===== src/awb_pkg.sv =====
package awb_pkg;

  // word indices of the bank; byte address is four times the index
  localparam logic [5:0] IDX_NODES_L0_A    = 6'h08;
  localparam logic [5:0] IDX_NODES_L0_B    = 6'h09;
  localparam logic [5:0] IDX_NODES_L0_C    = 6'h0A;
  localparam logic [5:0] IDX_NODES_L0_D    = 6'h0B;
  localparam logic [5:0] IDX_NODES_L1_A    = 6'h0C;
  localparam logic [5:0] IDX_NODES_L1_B    = 6'h0D;
  localparam logic [5:0] IDX_NODES_L1_C    = 6'h0E;
  localparam logic [5:0] IDX_NODES_L1_D    = 6'h0F;
  localparam logic [5:0] IDX_SERVICE_L0    = 6'h10;
  localparam logic [5:0] IDX_SERVICE_L1    = 6'h11;
  localparam logic [5:0] IDX_TRACE_CTRL    = 6'h12;
  localparam logic [5:0] IDX_FS_CTRL       = 6'h13;
  localparam logic [5:0] IDX_FS_CUR_BLOCK  = 6'h14;
  localparam logic [5:0] IDX_FS_BLOCKS_LEFT = 6'h15;
  localparam logic [5:0] IDX_REMOVAL       = 6'h16;
  localparam logic [5:0] IDX_POWER_OFF     = 6'h17;
  localparam logic [5:0] IDX_PRESENCE      = 6'h18;
  localparam logic [5:0] IDX_FAULT_LOW     = 6'h19;
  localparam logic [5:0] IDX_MAX_CYCLE     = 6'h1A;
  localparam logic [5:0] IDX_PRESENT_CYCLE = 6'h1B;

  // trace word bits
  localparam int BIT_TRACE_DONE   = 12;
  localparam int BIT_TRACING      = 13;
  localparam int BIT_TRACE_START  = 14;
  localparam int BIT_SAMPLE_START = 15;

  // file store word bits
  localparam int BIT_FS_ERR_RESET = 0;
  localparam int BIT_FS_XFER      = 1;
  localparam int BIT_FS_DIR_IN    = 2;
  localparam int BIT_FS_ERR_LO    = 3;
  localparam int BIT_FS_LOW_BATT  = 7;
  localparam int BIT_FS_PROT_LO   = 8;
  localparam logic [10:0] FS_PROT_GROUP_BLOCKS = 11'h0FA;
  localparam logic [10:0] FS_LAST_BLOCK        = 11'h7CF;

  // presence and removal word bits
  localparam int BIT_PARAM_L1   = 6;
  localparam int BIT_PARAM_L0   = 7;
  localparam int BIT_MOUNT_LO   = 11;
  localparam int BIT_CPU_DEVICE = 15;
  localparam int BIT_REMOVAL    = 15;

  localparam logic [15:0] WORD_RESET = 16'h0000;
  localparam logic [15:0] BCD_MAX    = 16'h9999;

  // cycle-time resolution: one tenth of a millisecond
  localparam int CLK_PERIOD_NS = 100;
  localparam int TENTH_MS_NS   = 100000;
  localparam int TENTH_MS_CYCLES = (TENTH_MS_NS + CLK_PERIOD_NS - 1) / CLK_PERIOD_NS;

  typedef enum logic [1:0] {TRC_IDLE, TRC_SAMPLING, TRC_TRACING} awb_trace_type;

endpackage : awb_pkg


===== src/awb_aux_status_word_bank.sv =====
// Register access over APB was left to the implementer.
module awb_aux_status_word_bank
  import awb_pkg::*;
(
  input  wire logic        sys_clk,
  input  wire logic        srst,
  // apb slave
  input  wire logic        psel,
  input  wire logic        penable,
  input  wire logic        pwrite,
  input  wire logic [7:0]  paddr,
  input  wire logic [31:0] pwdata,
  input  wire logic [3:0]  pstrb,
  output logic [31:0]      prdata,
  output logic             pready,
  output logic             pslverr,
  // scan and network link
  input  wire logic        scanEnd,
  input  wire logic        programStart,
  input  wire logic [1:0]  linkOperating,
  input  wire logic [61:0] nodeActiveL0,
  input  wire logic [61:0] nodeActiveL1,
  input  wire logic [1:0]  commCtrlErr,
  input  wire logic [1:0]  eepromErr,
  input  wire logic [1:0]  linkUnitMounted,
  input  wire logic [15:0] serviceTimeL0,
  input  wire logic [15:0] serviceTimeL1,
  // trace engine
  input  wire logic        traceEnd,
  output logic             samplingStartPulse,
  output logic             traceStartPulse,
  // file store unit
  input  wire logic        fsMounted,
  input  wire logic        fsLowBattery,
  input  wire logic        fsXferStart,
  input  wire logic        fsXferDirIn,
  input  wire logic [15:0] fsStartBlock,
  input  wire logic [15:0] fsBlockCount,
  input  wire logic        fsBlockDone,
  input  wire logic        fsErrBlockType,
  input  wire logic        fsErrWriteFail,
  input  wire logic        fsErrChecksum,
  input  wire logic        fsWriteReq,
  input  wire logic [10:0] fsWriteBlock,
  output logic             fsWriteGrant,
  output logic             fsWriteRefused,
  // removal, power, presence, alarm
  input  wire logic        removalActive,
  input  wire logic [11:0] removalFirstWord,
  input  wire logic [2:0]  removalWordCount,
  input  wire logic        powerOn,
  input  wire logic [1:0]  paramMismatch,
  input  wire logic [3:0]  unitMounted,
  input  wire logic        cpuDeviceMounted,
  input  wire logic        alarmRaise,
  input  wire logic [19:0] alarmAddr
);

  logic [15:0] nodeWord_q [8];
  logic [15:0] serviceL0_q, serviceL1_q;
  logic [1:0]  traceCtrl_q;
  logic        tracing_q, traceDone_q;
  awb_trace_type traceState_q;
  logic [1:0]  traceCtrlPrev_q;
  logic        fsErrReset_q, fsXfer_q, fsDirIn_q, fsLowBatt_q;
  logic [3:0]  fsErrSticky_q, fsErrShown_q;
  logic [7:0]  fsProtect_q;
  logic [15:0] fsCurBlock_q, fsBlocksLeft_q;
  logic [15:0] removal_q, powerCount_q;
  logic [15:0] presence_q, faultLow_q;
  logic [15:0] maxCycle_q, presentCycle_q, cycleCount_q;
  logic [9:0]  tickDiv_q;
  logic        tick;

  // bcd add-one on four digits, wrapping 9999 to 0000
  function automatic logic [15:0] bcdInc(input logic [15:0] v);
    logic [15:0] r;
    logic        carry;
    r = v;
    carry = 1'b1;
    for (int i = 0; i < 4; i++) begin
      if (carry) begin
        if (r[i*4 +: 4] == 4'h9) begin
          r[i*4 +: 4] = 4'h0;
        end else begin
          r[i*4 +: 4] = r[i*4 +: 4] + 4'h1;
          carry = 1'b0;
        end
      end
    end
    return r;
  endfunction : bcdInc

  // bcd subtract-one, stopping at zero
  function automatic logic [15:0] bcdDec(input logic [15:0] v);
    logic [15:0] r;
    logic        borrow;
    r = v;
    borrow = (v != WORD_RESET);
    for (int i = 0; i < 4; i++) begin
      if (borrow) begin
        if (r[i*4 +: 4] == 4'h0) begin
          r[i*4 +: 4] = 4'h9;
        end else begin
          r[i*4 +: 4] = r[i*4 +: 4] - 4'h1;
          borrow = 1'b0;
        end
      end
    end
    return r;
  endfunction : bcdDec

  // protect group of a binary block number, 250 blocks each
  function automatic logic [2:0] protGroup(input logic [10:0] blk);
    logic [2:0]  g;
    logic [10:0] rest;
    g = 3'h0;
    rest = blk;
    for (int i = 0; i < 7; i++) begin
      if (rest >= FS_PROT_GROUP_BLOCKS) begin
        rest = rest - FS_PROT_GROUP_BLOCKS;
        g = g + 3'h1;
      end
    end
    return g;
  endfunction : protGroup

  // apb decode; byte lanes 0 and 1 carry the 16-bit word
  logic        apbWrite, apbMapped;
  logic [5:0]  wordIdx;
  logic [15:0] readWord;
  assign wordIdx  = paddr[7:2];
  assign apbMapped = (paddr[1:0] == 2'b00) && (wordIdx >= IDX_NODES_L0_A) && (wordIdx <= IDX_PRESENT_CYCLE);
  assign apbWrite = psel && penable && pwrite && apbMapped;
  assign pready   = 1'b1;

  // one tick per tenth of a millisecond for cycle timing
  always_ff @(posedge sys_clk) begin
    if (srst || scanEnd) begin
      tickDiv_q <= 10'h000;
    end else if (tick) begin
      tickDiv_q <= 10'h000;
    end else begin
      tickDiv_q <= tickDiv_q + 10'h001;
    end
  end
  assign tick = (tickDiv_q == 10'(TENTH_MS_CYCLES - 1));

  // network link words, refreshed at scan end: node words while the link runs, service words while its unit is mounted
  always_ff @(posedge sys_clk) begin
    if (srst) begin
      for (int i = 0; i < 8; i++) begin
        nodeWord_q[i] <= WORD_RESET;
      end
      serviceL0_q <= WORD_RESET;
      serviceL1_q <= WORD_RESET;
    end else if (scanEnd) begin
      if (linkOperating[0]) begin
        nodeWord_q[0] <= nodeActiveL0[15:0];
        nodeWord_q[1] <= nodeActiveL0[31:16];
        nodeWord_q[2] <= nodeActiveL0[47:32];
        nodeWord_q[3] <= {eepromErr[0], commCtrlErr[0], nodeActiveL0[61:48]};
      end
      if (linkOperating[1]) begin
        nodeWord_q[4] <= nodeActiveL1[15:0];
        nodeWord_q[5] <= nodeActiveL1[31:16];
        nodeWord_q[6] <= nodeActiveL1[47:32];
        nodeWord_q[7] <= {eepromErr[1], commCtrlErr[1], nodeActiveL1[61:48]};
      end
      if (linkUnitMounted[0]) begin
        serviceL0_q <= serviceTimeL0;
      end
      if (linkUnitMounted[1]) begin
        serviceL1_q <= serviceTimeL1;
      end
    end
  end

  // trace control bits written by software; the engine acts on their edges
  always_ff @(posedge sys_clk) begin
    if (srst) begin
      traceCtrl_q     <= 2'b00;
      traceCtrlPrev_q <= 2'b00;
    end else begin
      traceCtrlPrev_q <= traceCtrl_q;
      if (apbWrite && wordIdx == IDX_TRACE_CTRL && pstrb[1]) begin
        traceCtrl_q <= {pwdata[BIT_SAMPLE_START], pwdata[BIT_TRACE_START]};
      end
    end
  end

  // rising edges only; a bit left on does not restart anything
  assign samplingStartPulse = traceCtrl_q[1] && !traceCtrlPrev_q[1];
  assign traceStartPulse    = traceCtrl_q[0] && !traceCtrlPrev_q[0] && (traceState_q == TRC_SAMPLING);

  // trace sequence; an end event wins over a restart in the same cycle
  always_ff @(posedge sys_clk) begin
    if (srst) begin
      traceState_q <= TRC_IDLE;
    end else begin
      unique case (traceState_q)
        TRC_IDLE: begin
          if (samplingStartPulse) begin
            traceState_q <= TRC_SAMPLING;
          end
        end
        TRC_SAMPLING: begin
          if (traceStartPulse) begin
            traceState_q <= TRC_TRACING;
          end
        end
        TRC_TRACING: begin
          if (traceEnd) begin
            traceState_q <= TRC_IDLE;
          end
        end
      endcase
    end
  end

  // flags published once per scan; the done bit as read also rises at once on an end via traceEndSeen_q
  always_ff @(posedge sys_clk) begin
    if (srst) begin
      tracing_q   <= 1'b0;
      traceDone_q <= 1'b0;
    end else if (scanEnd) begin
      tracing_q <= (traceState_q == TRC_TRACING);
      // an end seen between scans must still latch completion here
      if (traceEndSeen_q || (traceState_q == TRC_TRACING && traceEnd)) begin
        traceDone_q <= 1'b1;
        tracing_q   <= 1'b0;
      end else if (traceState_q != TRC_IDLE) begin
        traceDone_q <= 1'b0;
      end
    end
  end

  // a stray end between scans still leaves the completion visible
  logic traceEndSeen_q;
  always_ff @(posedge sys_clk) begin
    if (srst) begin
      traceEndSeen_q <= 1'b0;
    end else if (traceState_q == TRC_TRACING && traceEnd) begin
      traceEndSeen_q <= 1'b1;
    end else if (scanEnd) begin
      traceEndSeen_q <= 1'b0;
    end
  end

  // write protection check, answered in the same cycle as the request
  logic writeProtected;
  assign writeProtected = (fsWriteBlock > FS_LAST_BLOCK) ? 1'b0 : fsProtect_q[protGroup(fsWriteBlock)];
  assign fsWriteRefused = fsWriteReq && writeProtected;
  assign fsWriteGrant   = fsWriteReq && !writeProtected;

  // protect bits and error reset bit; reset bit self-clears after one cycle
  always_ff @(posedge sys_clk) begin
    if (srst) begin
      fsProtect_q  <= 8'h00;
      fsErrReset_q <= 1'b0;
    end else begin
      fsErrReset_q <= 1'b0;
      if (apbWrite && wordIdx == IDX_FS_CTRL) begin
        if (pstrb[1]) begin
          fsProtect_q <= pwdata[BIT_FS_PROT_LO +: 8];
        end
        if (pstrb[0]) begin
          fsErrReset_q <= pwdata[BIT_FS_ERR_RESET];
        end
      end
    end
  end

  // sticky errors; a new event beats the reset in the same cycle
  logic [3:0] fsErrEvents;
  assign fsErrEvents = {fsErrChecksum, fsErrWriteFail, fsWriteRefused, fsErrBlockType};
  always_ff @(posedge sys_clk) begin
    if (srst) begin
      fsErrSticky_q <= 4'h0;
    end else if (fsErrReset_q) begin
      fsErrSticky_q <= fsErrEvents;
    end else begin
      fsErrSticky_q <= fsErrSticky_q | fsErrEvents;
    end
  end

  // visible error and battery flags; an error reset clears the error flags at once and leaves the battery flag
  always_ff @(posedge sys_clk) begin
    if (srst) begin
      fsErrShown_q <= 4'h0;
      fsLowBatt_q  <= 1'b0;
    end else if (fsErrReset_q) begin
      fsErrShown_q <= 4'h0;
    end else if (scanEnd && fsMounted) begin
      fsErrShown_q <= fsErrSticky_q;
      fsLowBatt_q  <= fsLowBattery;
    end
  end

  // transfer state and bcd block counters
  always_ff @(posedge sys_clk) begin
    if (srst) begin
      fsXfer_q       <= 1'b0;
      fsDirIn_q      <= 1'b0;
      fsCurBlock_q   <= WORD_RESET;
      fsBlocksLeft_q <= WORD_RESET;
    end else if (fsXferStart) begin
      fsXfer_q       <= (fsBlockCount != WORD_RESET);
      fsDirIn_q      <= fsXferDirIn;
      fsCurBlock_q   <= fsStartBlock;
      fsBlocksLeft_q <= fsBlockCount;
    end else if (fsBlockDone && fsXfer_q) begin
      fsBlocksLeft_q <= bcdDec(fsBlocksLeft_q);
      if (fsBlocksLeft_q == 16'h0001) begin
        fsXfer_q <= 1'b0;
      end else begin
        fsCurBlock_q <= bcdInc(fsCurBlock_q);
      end
    end
  end

  // removal word is rewritten at each scan while a removal runs
  always_ff @(posedge sys_clk) begin
    if (srst) begin
      removal_q <= WORD_RESET;
    end else if (scanEnd) begin
      if (removalActive) begin
        removal_q <= {1'b1, removalWordCount, removalFirstWord};
      end else begin
        removal_q[BIT_REMOVAL] <= 1'b0;
      end
    end
  end

  // power-off count; an increment after a clear yields one
  always_ff @(posedge sys_clk) begin
    if (srst) begin
      powerCount_q <= WORD_RESET;
    end else if (apbWrite && wordIdx == IDX_POWER_OFF && pstrb[1:0] == 2'b11) begin
      powerCount_q <= powerOn ? 16'h0001 : WORD_RESET;
    end else if (powerOn) begin
      powerCount_q <= bcdInc(powerCount_q);
    end
  end

  // presence, mismatch and alarm address, refreshed at scan end
  always_ff @(posedge sys_clk) begin
    if (srst) begin
      presence_q <= WORD_RESET;
      faultLow_q <= WORD_RESET;
    end else if (scanEnd) begin
      presence_q[BIT_PARAM_L1]           <= paramMismatch[1];
      presence_q[BIT_PARAM_L0]           <= paramMismatch[0];
      presence_q[BIT_MOUNT_LO +: 4]      <= unitMounted;
      presence_q[BIT_CPU_DEVICE]         <= cpuDeviceMounted;
      if (alarmRaise) begin
        presence_q[3:0] <= alarmAddr[19:16];
        faultLow_q      <= alarmAddr[15:0];
      end
    end
  end

  // cycle timer in bcd tenths, saturating at 999.9 ms
  always_ff @(posedge sys_clk) begin
    if (srst) begin
      cycleCount_q   <= WORD_RESET;
      presentCycle_q <= WORD_RESET;
      maxCycle_q     <= WORD_RESET;
    end else begin
      if (scanEnd) begin
        cycleCount_q   <= WORD_RESET;
        presentCycle_q <= cycleCount_q;
        if (programStart || cycleCount_q > maxCycle_q) begin
          maxCycle_q <= cycleCount_q;
        end
      end else begin
        if (tick && cycleCount_q != BCD_MAX) begin
          cycleCount_q <= bcdInc(cycleCount_q);
        end
        if (programStart) begin
          maxCycle_q <= WORD_RESET;
        end
      end
    end
  end

  // read mux; unused bits stay zero, nothing here clears on mode change
  always_comb begin
    readWord = WORD_RESET;
    unique case (wordIdx)
      IDX_NODES_L0_A, IDX_NODES_L0_B, IDX_NODES_L0_C, IDX_NODES_L0_D,
      IDX_NODES_L1_A, IDX_NODES_L1_B, IDX_NODES_L1_C, IDX_NODES_L1_D: begin
        readWord = nodeWord_q[3'(wordIdx - IDX_NODES_L0_A)];
      end
      IDX_SERVICE_L0:     readWord = serviceL0_q;
      IDX_SERVICE_L1:     readWord = serviceL1_q;
      IDX_TRACE_CTRL:     readWord = {traceCtrl_q, tracing_q, traceDone_q | traceEndSeen_q, 12'h000};
      IDX_FS_CTRL:        readWord = {fsProtect_q, fsLowBatt_q, fsErrShown_q, fsDirIn_q, fsXfer_q, fsErrReset_q};
      IDX_FS_CUR_BLOCK:   readWord = fsCurBlock_q;
      IDX_FS_BLOCKS_LEFT: readWord = fsBlocksLeft_q;
      IDX_REMOVAL:        readWord = removal_q;
      IDX_POWER_OFF:      readWord = powerCount_q;
      IDX_PRESENCE:       readWord = presence_q;
      IDX_FAULT_LOW:      readWord = faultLow_q;
      IDX_MAX_CYCLE:      readWord = maxCycle_q;
      IDX_PRESENT_CYCLE:  readWord = presentCycle_q;
      default:            readWord = WORD_RESET;
    endcase
  end

  // registered read data and error; writes to read-only bits are dropped
  always_ff @(posedge sys_clk) begin
    if (srst) begin
      prdata  <= 32'h0000_0000;
      pslverr <= 1'b0;
    end else if (psel && !penable) begin
      prdata  <= (apbMapped && !pwrite) ? {16'h0000, readWord & 16'hFFFF} : 32'h0000_0000;
      pslverr <= !apbMapped;
    end
  end

endmodule : awb_aux_status_word_bank


===== config.mk =====
export PLATFORM = sky130hd
export DESIGN_NAME = awb_aux_status_word_bank
export DESIGN_NICKNAME = d
export VERILOG_FILES = /design/src/awb_pkg.sv /design/src/awb_aux_status_word_bank.sv
export SDC_FILE = /design/constraint.sdc
export NUM_CORES = 1
export LEC_CHECK = 0
export BUFFER_PORTS_ARGS = -buffer_cell sky130_fd_sc_hd__buf_2
export CAP_MARGIN = 20
export CELL_PAD_IN_SITES_DETAIL_PLACEMENT = 1
export CELL_PAD_IN_SITES_GLOBAL_PLACEMENT = 2
export CORE_ASPECT_RATIO = 0.75
export CORE_MARGIN = 10
export CORE_UTILIZATION = 37
export CTS_CLUSTER_DIAMETER = 200
export DETAILED_ROUTE_END_ITERATION = 16
export PLACE_DENSITY_LB_ADDON = 0.1
export SETUP_SLACK_MARGIN = 0.1
export SLEW_MARGIN = 20
export SYNTH_ARGS = -nofsm -noshare
export SYNTH_HDL_FRONTEND = slang
export SYNTH_SLANG_ARGS = --single-unit

===== constraint.sdc =====
create_clock -name sys_clk -period 15.95 [get_ports sys_clk]
set_input_delay 0.7975 -clock sys_clk [delete_from_list [all_inputs] [get_ports sys_clk]]
set_output_delay 0.7975 -clock sys_clk [all_outputs]
set_load 0.02 [all_outputs]

==> metrics.cfg, run 1 <==
[synthesis]
synth.area.top_cells = sky130_fd_sc_hd__dfxtp_1, sky130_fd_sc_hd__edfxtp_1, sky130_fd_sc_hd__mux4_2
syn_avg_cell_area_um2 = 9.579
ys_dominant_reg_cell = sky130_fd_sc_hd__dfxtp_1
post_synthesis_cell_count = 1972
ys_ff_latch = 355
synth_enable_flop_cells = 128
post-synth-top-area-fraction_pct = 24.06
synth.most_common_cell = sky130_fd_sc_hd__nand2_1
synth-seq-area-share_pct = 44.41
post_synth_instance_area_um2 = 18890
post_synth_num_cell_types = 106
yosys.area.top_type = sky130_fd_sc_hd__dfxtp_1
synth.top_cells.by_count = sky130_fd_sc_hd__nand2_1, sky130_fd_sc_hd__dfxtp_1, sky130_fd_sc_hd__nor2_1, sky130_fd_sc_hd__a21oi_1, sky130_fd_sc_hd__edfxtp_1
synth_warnings = 0
synth_async_sr_flop_share_pct = 0

[placed_design]
portBuffers = 308
pre_cts_ws_ns = 6.709
half_perimeter_wire_length_after_detailed_placement_mm = 51.85
routabilityCongestion = 0.8265
place_inst = 2837

[worst_setup_path]
required_time_of_the_critical_path_ns = 15.15
worst-r2r-setup-slack_ns = 11.92
timing.critical_path.arrival_ns = 8.51
sort_of_element_at_the_start_of_the_critical_path = primary input
end_kind = output port
critical_path_class = in -> out
critical_path_peak_fanout = 13

[drt]
drt_pass_1_iters = 5
viasPerCell = 5.493
routed_wire_length_per_instance_um = 23.48
dr.first_iter.drc_count = 1139
wirelength_mm = 68.34
via_count = 15990
route.antenna.remaining_nets = 0
drt_drc_violations_left = 0

[power]
leakage_power_nw = 8.651
totalPowerFinal_mw = 2.239
maximum_vdd_drop_v = 0.00005605
power-per-cell-area_nw_per_um2 = 101.6

[cts]
clock_insertion_delay_worst_skew_ns = 0.56
tritoncts_num_sinks = 355
cts_root_buffer = sky130_fd_sc_hd__clkbuf_16
htreeDepth = 2
ctsLongestPathBuffers = 3
cts_inserted_buffers = 39
cts_tree = built
clkSlewWorstSetupHoldPaths_ns = 0.06
cts_setup_buffers = 0
cts.hold.buffers_added = 0
post_cts_resized = 0

[die]
floorplan.die.height_um = 215.7
boundaryPins = 351
start_util_pct = 37.57
fp.coreArea_um2 = 50280
die_x_um = 280.9
rows = 71
die_area_um2 = 60580

[timing]
timing.final.hold_violations = 0
number_of_pins_with_negative_max_slew_slack_in_the_final_report = 0
max_freq_mhz = 107.4
worst_slack_ns = 6.641
min_period_ns = 9.309
max-slew-margin-rel_pct = 35.65
setup_violations = 0
worst_pin_slew_ns = 0.9600
rsz0062_at_grt = false
totalNegativeSetupSlack_ns = 0
clock_skew_ns = 0.01817
finalCritPeriodShare_pct = 58.36

[cells_and_area]
finish.cell_count_without_fillers = 2911
fill_cells = 5789
design.final.nets = 2571
syn2layout_area_growth_pct = 16.71
final_core_util_pct = 43.85
drive_above_1_share_pct = 22.10

[outcome]
outcome = finished clean

[grt]
overflow = 0
grt_start_max_net_pins = 68
antenna_violations_before_repair = 12
global_route.usage.total_pct = 21.83
first_global_vias = 16330
global_route_wire_length_before_repair_mm = 102.2

[worst_hold_path]
holdCritPathClass = reg -> reg

[run]
timing.max_cap.violations = 0

sequential cells by signal (all words and copies together), names as in the netlist, 4 cells and up:
register and count:
presence_q 11, fsErrShown_q 4, maxCycle_q 16, fsProtect_q 8
cycleCount_q 16, fsBlocksLeft_q 16, fsErrSticky_q 4, powerCount_q 16
tickDiv_q 10, faultLow_q 16, serviceL1_q 16, removal_q 16
fsCurBlock_q 16, serviceL0_q 16, presentCycle_q 16, nodeWord_q 128
prdata 16
layer usage:
layer | GRT usage [%] | up-vias | wire length [um] | share of wire (%)
met3 | 4.442 | 77 | 4245 | 6.2
met5 | 0 | - | 70 | 0.10
met1 | 30.59 | 7964 | 32240 | 47
met2 | 34.13 | 398 | 30490 | 45
met4 | 4.741 | 12 | 1294 | 1.9
li1 | - | 7539 | - | -
layout make-up:
class | count | area, um^2 | share of cell area (%)
multi-input combinational | 1452 | 9733 | 44.15
sequential | 355 | 8388 | 38.05
timing repair buffer | 327 | 1695 | 7.690
clock buffer | 60 | 1145 | 5.193
tap | 657 | 822.0 | 3.729
inverter | 46 | 172.7 | 0.7832
clock inverter | 9 | 77.57 | 0.3519
antenna | 5 | 12.51 | 0.05675
critical path, cell delays in order:
cell	delay [ns]
sky130_fd_sc_hd__buf_2	0.19
sky130_fd_sc_hd__inv_1	0.11
sky130_fd_sc_hd__ha_1	0.54
sky130_fd_sc_hd__inv_2	0.17
sky130_fd_sc_hd__o211ai_1	0.48
sky130_fd_sc_hd__a21oi_1	0.21
sky130_fd_sc_hd__nor3_4	0.47
sky130_fd_sc_hd__nand4_1	0.22
sky130_fd_sc_hd__a211oi_4	0.44
sky130_fd_sc_hd__o311ai_4	0.23
sky130_fd_sc_hd__o21ai_2	0.33
sky130_fd_sc_hd__o221ai_1	0.20
sky130_fd_sc_hd__nor4_1	0.54
sky130_fd_sc_hd__o2111ai_1	0.27
sky130_fd_sc_hd__a211oi_1	0.27
sky130_fd_sc_hd__o311ai_2	0.18
sky130_fd_sc_hd__o31ai_2	0.45
sky130_fd_sc_hd__mux2_2	0.40
sky130_fd_sc_hd__ha_1	0.18
sky130_fd_sc_hd__inv_1	0.05
sky130_fd_sc_hd__a31oi_1	0.04
sky130_fd_sc_hd__xnor2_1	0.26
sky130_fd_sc_hd__xnor2_2	0.19
sky130_fd_sc_hd__mux4_1	0.61
sky130_fd_sc_hd__mux2i_2	0.32
sky130_fd_sc_hd__o21a_1	0.17
sky130_fd_sc_hd__buf_2	0.17
cell families after synthesis:
| kind of cell | after synthesis | share of synthesized area [%] |
|---|---|---|
| simple gates | 802 | 20.83 |
| compound gates | 408 | 14.37 |
| flops | 355 | 44.41 |
| buf+inv | 180 | 4.445 |
| mux | 139 | 11.15 |
| xor+xnor | 49 | 2.312 |
| fa+ha+maj | 37 | 2.451 |
| other cells | 2 | 0.03976 |
path summary, 6_finish.rpt:
path                      endpoint  cells after the start               from
setup reg to reg  fsCurBlock_q[15]                     14  fsBlocksLeft_q[7]
hold / removal        tickDiv_q[0]                      1       tickDiv_q[0]
hold reg to reg       tickDiv_q[0]                      1       tickDiv_q[0]
setup / recovery      fsWriteGrant                     27    fsWriteBlock[1]
report_power, final:
group / internal, mW / switching (mW) / total, mW / leakage, nW
clock network: 0.511 / 0.383 / 0.893 / 0.606
registers: 0.986 / 0.0244 / 1.01 / 3.15
logic: 0.133 / 0.202 / 0.336 / 4.90
per-stage QoR:
| step | instance area [um^2] | hold WS (ns) |
|---|---|---|
| finish | 22050 | 0.4498 |
| global route | 22040 | 0.4649 |
| CTS | 22030 | 0.4484 |
| global placement | 20810 | 0.4292 |
| floorplan | 18950 | 0.4175 |
| detailed placement | 20810 | 0.4372 |
layout by cell type, fill, tap and decap left out, types with 26 or more instances in the layout:
cell,count
sky130_fd_sc_hd__and2_1,123
sky130_fd_sc_hd__inv_1,45
sky130_fd_sc_hd__ha_1,37
sky130_fd_sc_hd__nand2_1,228
sky130_fd_sc_hd__nor3_1,29
sky130_fd_sc_hd__o21ai_0,56
sky130_fd_sc_hd__nand3_1,38
sky130_fd_sc_hd__mux4_2,53
sky130_fd_sc_hd__a21oi_1,174
sky130_fd_sc_hd__a22oi_1,39
sky130_fd_sc_hd__xnor2_1,26
sky130_fd_sc_hd__edfxtp_1,128
sky130_fd_sc_hd__buf_2,305
sky130_fd_sc_hd__nor2b_1,55
sky130_fd_sc_hd__clkbuf_16,39
sky130_fd_sc_hd__mux2i_1,71
sky130_fd_sc_hd__nor2_1,211
sky130_fd_sc_hd__dfxtp_1,227
Note: power is estimated with default switching activity, not from simulation.
==> run 2: changes to the inputs <==
--- a/config.mk
+++ b/config.mk
@@ -11,7 +11,7 @@
 export CELL_PAD_IN_SITES_GLOBAL_PLACEMENT = 2
 export CORE_ASPECT_RATIO = 0.75
 export CORE_MARGIN = 10
-export CORE_UTILIZATION = 37
+export CORE_UTILIZATION = 35
 export CTS_CLUSTER_DIAMETER = 200
 export DETAILED_ROUTE_END_ITERATION = 16
 export PLACE_DENSITY_LB_ADDON = 0.1
==> constraint.sdc (replaced) <==
create_clock -name sys_clk -period 9.2 [get_ports sys_clk]
set_input_delay 0.46 -clock sys_clk [delete_from_list [all_inputs] [get_ports sys_clk]]
set_output_delay 0.46 -clock sys_clk [all_outputs]
set_load 0.02 [all_outputs]
==> run 2 against run 1 <==
Net effect: via count decreased by 0.63%; wire length increased by 1.1%; clock power increased by 94%; critical path depth decreased by 1; register-to-register slack got worse by 7.0 ns; count of clock-buffer cells in the layout decreased by 4; non-clock buffer count increased by 1; setup slack got worse by 5.9 ns; die area increased by 5.2%; highest routed layer unchanged.
==> metrics.cfg, run 2 (synthesis gave the netlist of run 1 again) <==
[grt]
grt_start_max_net_pins = 82
first_global_vias = 16320
overflow = 0
global_route_wire_length_before_repair_mm = 102.4
antenna_violations_before_repair = 15
global_route.usage.total_pct = 20.84

[die]
die_area_um2 = 63760
boundaryPins = 351
fp.coreArea_um2 = 53160
die_x_um = 288.3
floorplan.die.height_um = 221.2
start_util_pct = 35.53
rows = 73

[cts]
htreeDepth = 2
cts_root_buffer = sky130_fd_sc_hd__clkbuf_16
cts_inserted_buffers = 40
clkSlewWorstSetupHoldPaths_ns = 0.06
post_cts_resized = 0
clock_insertion_delay_worst_skew_ns = 0.56
cts_setup_buffers = 0
ctsLongestPathBuffers = 3
tritoncts_num_sinks = 355
cts_tree = built
cts.hold.buffers_added = 0

[timing]
min_period_ns = 8.474
totalNegativeSetupSlack_ns = 0
timing.final.hold_violations = 0
max-slew-margin-rel_pct = 30.20
clock_skew_ns = 0.01103
number_of_pins_with_negative_max_slew_slack_in_the_final_report = 0
max_freq_mhz = 118.0
rsz0062_at_grt = false
finalCritPeriodShare_pct = 92.10
worst_pin_slew_ns = 1.039
setup_violations = 0

[drt]
highest-signal-layer = met5
wirelength_mm = 69.10
routed_wire_length_per_instance_um = 23.19
via_count = 15890
route.layer.met1.wl_mm = 31.93
dr.first_iter.drc_count = 1095
viasPerCell = 5.332
wl_met3_mm = 4.396
route.antenna.remaining_nets = 0
drt_pass_1_iters = 7
drt_drc_violations_left = 0
route.met2.wl_mm = 31.29

[power]
internal-power_mw = 2.979
p_clk_share_pct = 42.5
power.switching_mw = 1.084
sequentialPowerShare_pct = 43.1
sw_frac_of_total_pct = 26.67
power_frac_comb_pct = 14.4
maximum_vdd_drop_v = 0.0001020
leakage_power_nw = 8.748
power-per-cell-area_nw_per_um2 = 181.8

[placed_design]
portBuffers = 308
half_perimeter_wire_length_after_detailed_placement_mm = 51.98
routabilityCongestion = 0.8601

[worst_setup_path]
sort_of_element_at_the_start_of_the_critical_path = primary input
end_kind = output port
r2r-end = fsCurBlock_q[15]
timing.critical_path.arrival_ns = 8.01
worst-r2r-setup-slack_ns = 4.93
rr_worst_depth = 14
critical_path_class = in -> out
required_time_of_the_critical_path_ns = 8.74
critical_path_peak_fanout = 13
crit-reg2reg-launch = fsBlocksLeft_q[7]

[worst_hold_path]
holdCritPathClass = in -> reg
worstHoldPathCells = 3
hold_path_startpoint = fsStartBlock[4]
worst_hold_path.endpoint = fsCurBlock_q[4]

[outcome]
outcome = finished clean

[cells_and_area]
number_of_flip_flops_under_the_largest_register_name = 128
final_core_util_pct = 42.03
registers.top_by_ff_count = nodeWord_q
final_common_cell = sky130_fd_sc_hd__buf_2
drive_above_1_share_pct = 22.67
syn2layout_area_growth_pct = 18.28
design.final.nets = 2573
layout_common_cells = sky130_fd_sc_hd__buf_2, sky130_fd_sc_hd__nand2_1, sky130_fd_sc_hd__dfxtp_1

[run]
timing.max_cap.violations = 0

run 2: changes by cell type in the layout (fill, tap and decap cells not counted), sizes merged:
cell / before / now
clkinv: 6 / 9
bufinv: 1 / 5
clkinvlp: 0 / 1
clkbuf: 60 / 56
diode: 5 / 14
buf: 327 / 328
run 2: cell type report:
type,instances,area (um^2)
Inverter,46,172.7
Fill cell,6123,30820
Tap cell,712,890.9
Sequential cell,355,8388
Antenna cell,14,35.03
Clock inverter,17,221.5
Multi-Input combinational cell,1452,9747
Timing Repair Buffer,328,1707
Clock buffer,56,1180
run 2: worst max-delay path by stage:
stage,start,end,slack (ns),depth (start not counted)
after floorplan,fsWriteBlock[2],fsWriteGrant,2.16,27
after global placement,fsWriteBlock[1],fsWriteGrant,0.86,27
after detailed placement,fsWriteBlock[1],fsWriteGrant,0.66,27
after CTS,fsWriteBlock[1],fsWriteGrant,0.63,27
after global routing,fsWriteBlock[1],fsWriteGrant,0.15,27
final,fsWriteBlock[1],fsWriteGrant,0.73,26
run 2: stage by stage:
step                      setup slack [ns]  cell area [um^2]  cells  hold WS (ns)  total power [mW]
after floorplan                      2.161             18950   1987        0.4175             2.161
after global placement              0.8631             20890   2892        0.4298             2.354
after detailed placement            0.6568             20900   2893        0.4390             2.368
after CTS                           0.6300             22300   2966        0.1122             4.103
after global routing                0.1518             22320   2972        0.1274             4.231
final                               0.7264             22340   2980        0.1373             4.063
run 2: layer usage:
layer  vias up  track usage, %
met3        80           4.731
met5         -               0
met4         6           5.334
li1       7541               -
met2       364           32.41
met1      7898           28.71
run 2: power by group through the flow:
stage / Sequential (mW) / Clock, mW / Combinational (mW)
global placement: 1.78 / 0 / 0.575
finish: 1.75 / 1.73 / 0.586
global route: 1.76 / 1.83 / 0.644
CTS: 1.75 / 1.77 / 0.588
detailed placement: 1.78 / 0 / 0.584
floorplan: 1.77 / 0 / 0.394
run 2: worst max-delay path, cell delays in order:
cell and delay (ns):
sky130_fd_sc_hd__buf_2 0.18, sky130_fd_sc_hd__inv_1 0.10, sky130_fd_sc_hd__ha_1 0.54, sky130_fd_sc_hd__a211oi_4 0.19, sky130_fd_sc_hd__a21oi_1 0.71, sky130_fd_sc_hd__nand3_2 0.39
sky130_fd_sc_hd__a31oi_1 0.38, sky130_fd_sc_hd__o2bb2ai_2 0.22, sky130_fd_sc_hd__o311ai_4 0.20, sky130_fd_sc_hd__a31oi_4 0.21, sky130_fd_sc_hd__or4b_1 0.74, sky130_fd_sc_hd__nand2_2 0.22
sky130_fd_sc_hd__mux2_2 0.37, sky130_fd_sc_hd__ha_1 0.27, sky130_fd_sc_hd__mux2_2 0.27, sky130_fd_sc_hd__ha_1 0.27, sky130_fd_sc_hd__mux2_2 0.28, sky130_fd_sc_hd__ha_1 0.18
sky130_fd_sc_hd__inv_1 0.05, sky130_fd_sc_hd__a31oi_1 0.04, sky130_fd_sc_hd__xnor2_1 0.26, sky130_fd_sc_hd__xnor2_2 0.18, sky130_fd_sc_hd__mux4_1 0.60, sky130_fd_sc_hd__mux2i_2 0.33
sky130_fd_sc_hd__o21a_1 0.18, sky130_fd_sc_hd__buf_2 0.16
==> run 3: changes to the inputs <==
--- a/config.mk
+++ b/config.mk
@@ -9,7 +9,7 @@
 export CAP_MARGIN = 20
 export CELL_PAD_IN_SITES_DETAIL_PLACEMENT = 1
 export CELL_PAD_IN_SITES_GLOBAL_PLACEMENT = 2
-export CORE_ASPECT_RATIO = 0.75
+export CORE_ASPECT_RATIO = 1.75
 export CORE_MARGIN = 10
 export CORE_UTILIZATION = 35
 export CTS_CLUSTER_DIAMETER = 200
==> run 3 against run 2 <==
Net effect: core utilization fell by 0.66 points; sequential share of layout area grew 0.43 points; critical path depth increased by 1; critical path type unchanged; largest power group unchanged.
==> metrics.cfg, run 3 (synthesis gave the netlist of run 1 again) <==
[die]
die_x_um = 195.6
boundaryPins = 351
start_util_pct = 35.38
fp.coreArea_um2 = 53390
rows = 112
die_area_um2 = 64030
floorplan.die.height_um = 327.3

[cells_and_area]
syn2layout_area_growth_pct = 16.94
stdcell_area_um2 = 22090
drive_above_1_share_pct = 22.29
registers.top_by_ff_count = nodeWord_q
number_of_flip_flops_under_the_largest_register_name = 128
design.final.nets = 2568
layout_common_cells = sky130_fd_sc_hd__buf_2, sky130_fd_sc_hd__nand2_1, sky130_fd_sc_hd__dfxtp_1
final_common_cell = sky130_fd_sc_hd__buf_2

[cts]
post_cts_resized = 0
clock_insertion_delay_worst_skew_ns = 0.57
clkSlewWorstSetupHoldPaths_ns = 0.07
htreeDepth = 2
ctsLongestPathBuffers = 3
cts_inserted_buffers = 38
tritoncts_num_sinks = 355
cts.hold.buffers_added = 0
cts_root_buffer = sky130_fd_sc_hd__clkbuf_16
cts_setup_buffers = 0
cts_tree = built

[grt]
global_route.usage.total_pct = 20.50
grt_start_max_net_pins = 82
global_route_wire_length_before_repair_mm = 102.2
overflow = 0
first_global_vias = 16890
antenna_violations_before_repair = 14

[power]
totalPowerFinal_mw = 3.864
power-per-cell-area_nw_per_um2 = 174.9
leakage_power_nw = 8.648
maximum_vdd_drop_v = 0.0001700

[drt]
viasPerCell = 5.354
routed_wire_length_per_instance_um = 23.40
via_count = 15710
drt_pass_1_iters = 4
route.antenna.remaining_nets = 0
dr.first_iter.drc_count = 588
wirelength_mm = 68.66
drt_drc_violations_left = 0

[timing]
number_of_pins_with_negative_max_slew_slack_in_the_final_report = 0
totalNegativeSetupSlack_ns = 0
finalCritPeriodShare_pct = 92.89
max_freq_mhz = 117.0
setup_violations = 0
clock_skew_ns = 0.03828
rsz0062_at_grt = false
max-slew-margin-rel_pct = 28.35
worst_pin_slew_ns = 1.071
timing.final.hold_violations = 0
min_period_ns = 8.546

[placed_design]
portBuffers = 308
placement.cell_area_um2 = 20840
half_perimeter_wire_length_after_detailed_placement_mm = 53.76
routabilityCongestion = 0.8514

[worst_setup_path]
crit_family = compound AO/OA/AOI/OAI gates
critical-path-max-stage-delay_ns = 0.60
required_time_of_the_critical_path_ns = 8.74
critical_path_peak_fanout = 13
sort_of_element_at_the_start_of_the_critical_path = primary input
timing.critical_path.arrival_ns = 8.09
end_kind = output port
timing.critical_path.buf_inv = 5
library_cell_contributing_the_largest_single_delay_on_the_critical_path = sky130_fd_sc_hd__mux4_1
critical_path_class = in -> out

[worst_hold_path]
holdCritPathClass = in -> reg

[run]
timing.max_cap.violations = 0

[outcome]
outcome = finished clean

==> run 3: through the flow <==
step	std cells	util, %	setup slack, ns	hold slack, ns
floorplan	1987	-	2.161	0.4175
global placement	2862	39.02	0.7602	0.4273
detailed placement	2862	39.03	0.5621	0.4475
CTS	2932	41.36	0.5193	0.09628
global route	2934	41.37	0.1166	0.1246
finish	2934	41.37	0.6537	0.1278
==> run 3: final cells by class <==
type	count	area [um^2]
antenna	2	5.005
clock buffer	51	1070
clock inverter	19	173.9
fill	6193	31300
inverter	46	172.7
multi-input combinational	1452	9743
sequential	355	8388
tap	684	855.8
timing repair buffer	325	1680
==> run 3: worst reg2reg max path, cell delays in order, from the launching register on <==
cell and delay, ns:
sky130_fd_sc_hd__dfxtp_1 0.46, sky130_fd_sc_hd__nor2_1 0.13, sky130_fd_sc_hd__nand4_1 0.19, sky130_fd_sc_hd__nor4_1 0.09, sky130_fd_sc_hd__and2_1 0.18, sky130_fd_sc_hd__nor2_1 0.22
sky130_fd_sc_hd__nand2_1 0.17, sky130_fd_sc_hd__nor3b_1 0.53, sky130_fd_sc_hd__nand2_1 0.24, sky130_fd_sc_hd__nor3b_1 0.47, sky130_fd_sc_hd__nand2_1 0.22, sky130_fd_sc_hd__nor3b_1 0.46
sky130_fd_sc_hd__or2_2 0.25, sky130_fd_sc_hd__mux2i_1 0.20, sky130_fd_sc_hd__nor2_1 0.05
==> run 3: power by group <==
group          switching, mW  leakage [nW]  internal, mW  total [mW]
clock network          0.682         0.608         0.856        1.54
logic                  0.346          4.89         0.232       0.578
registers             0.0394          3.15          1.71        1.75
total                   1.07          8.65          2.80        3.86
==> run 3: worst paths after layout <==
kind / start / endpoint / slack (ns) / cells past startpoint
worst min register to register: tickDiv_q[0] / tickDiv_q[0] / 0.45 / 1
worst min-delay path: serviceTimeL1[10] / serviceL1_q[10] / 0.13 / 3
worst max-delay path: fsWriteBlock[1] / fsWriteGrant / 0.65 / 27
worst max register to register: fsBlocksLeft_q[7] / fsCurBlock_q[15] / 5.19 / 14
==> run 3: layer usage <==
metal | track usage, % | vias up | wire, um
li1 | - | 7502 | -
met1 | 21.51 | 7696 | 25480
met2 | 38.89 | 375 | 36980
met3 | 4.459 | 115 | 3674
met4 | 7.276 | 20 | 2404
met5 | 0 | - | 125
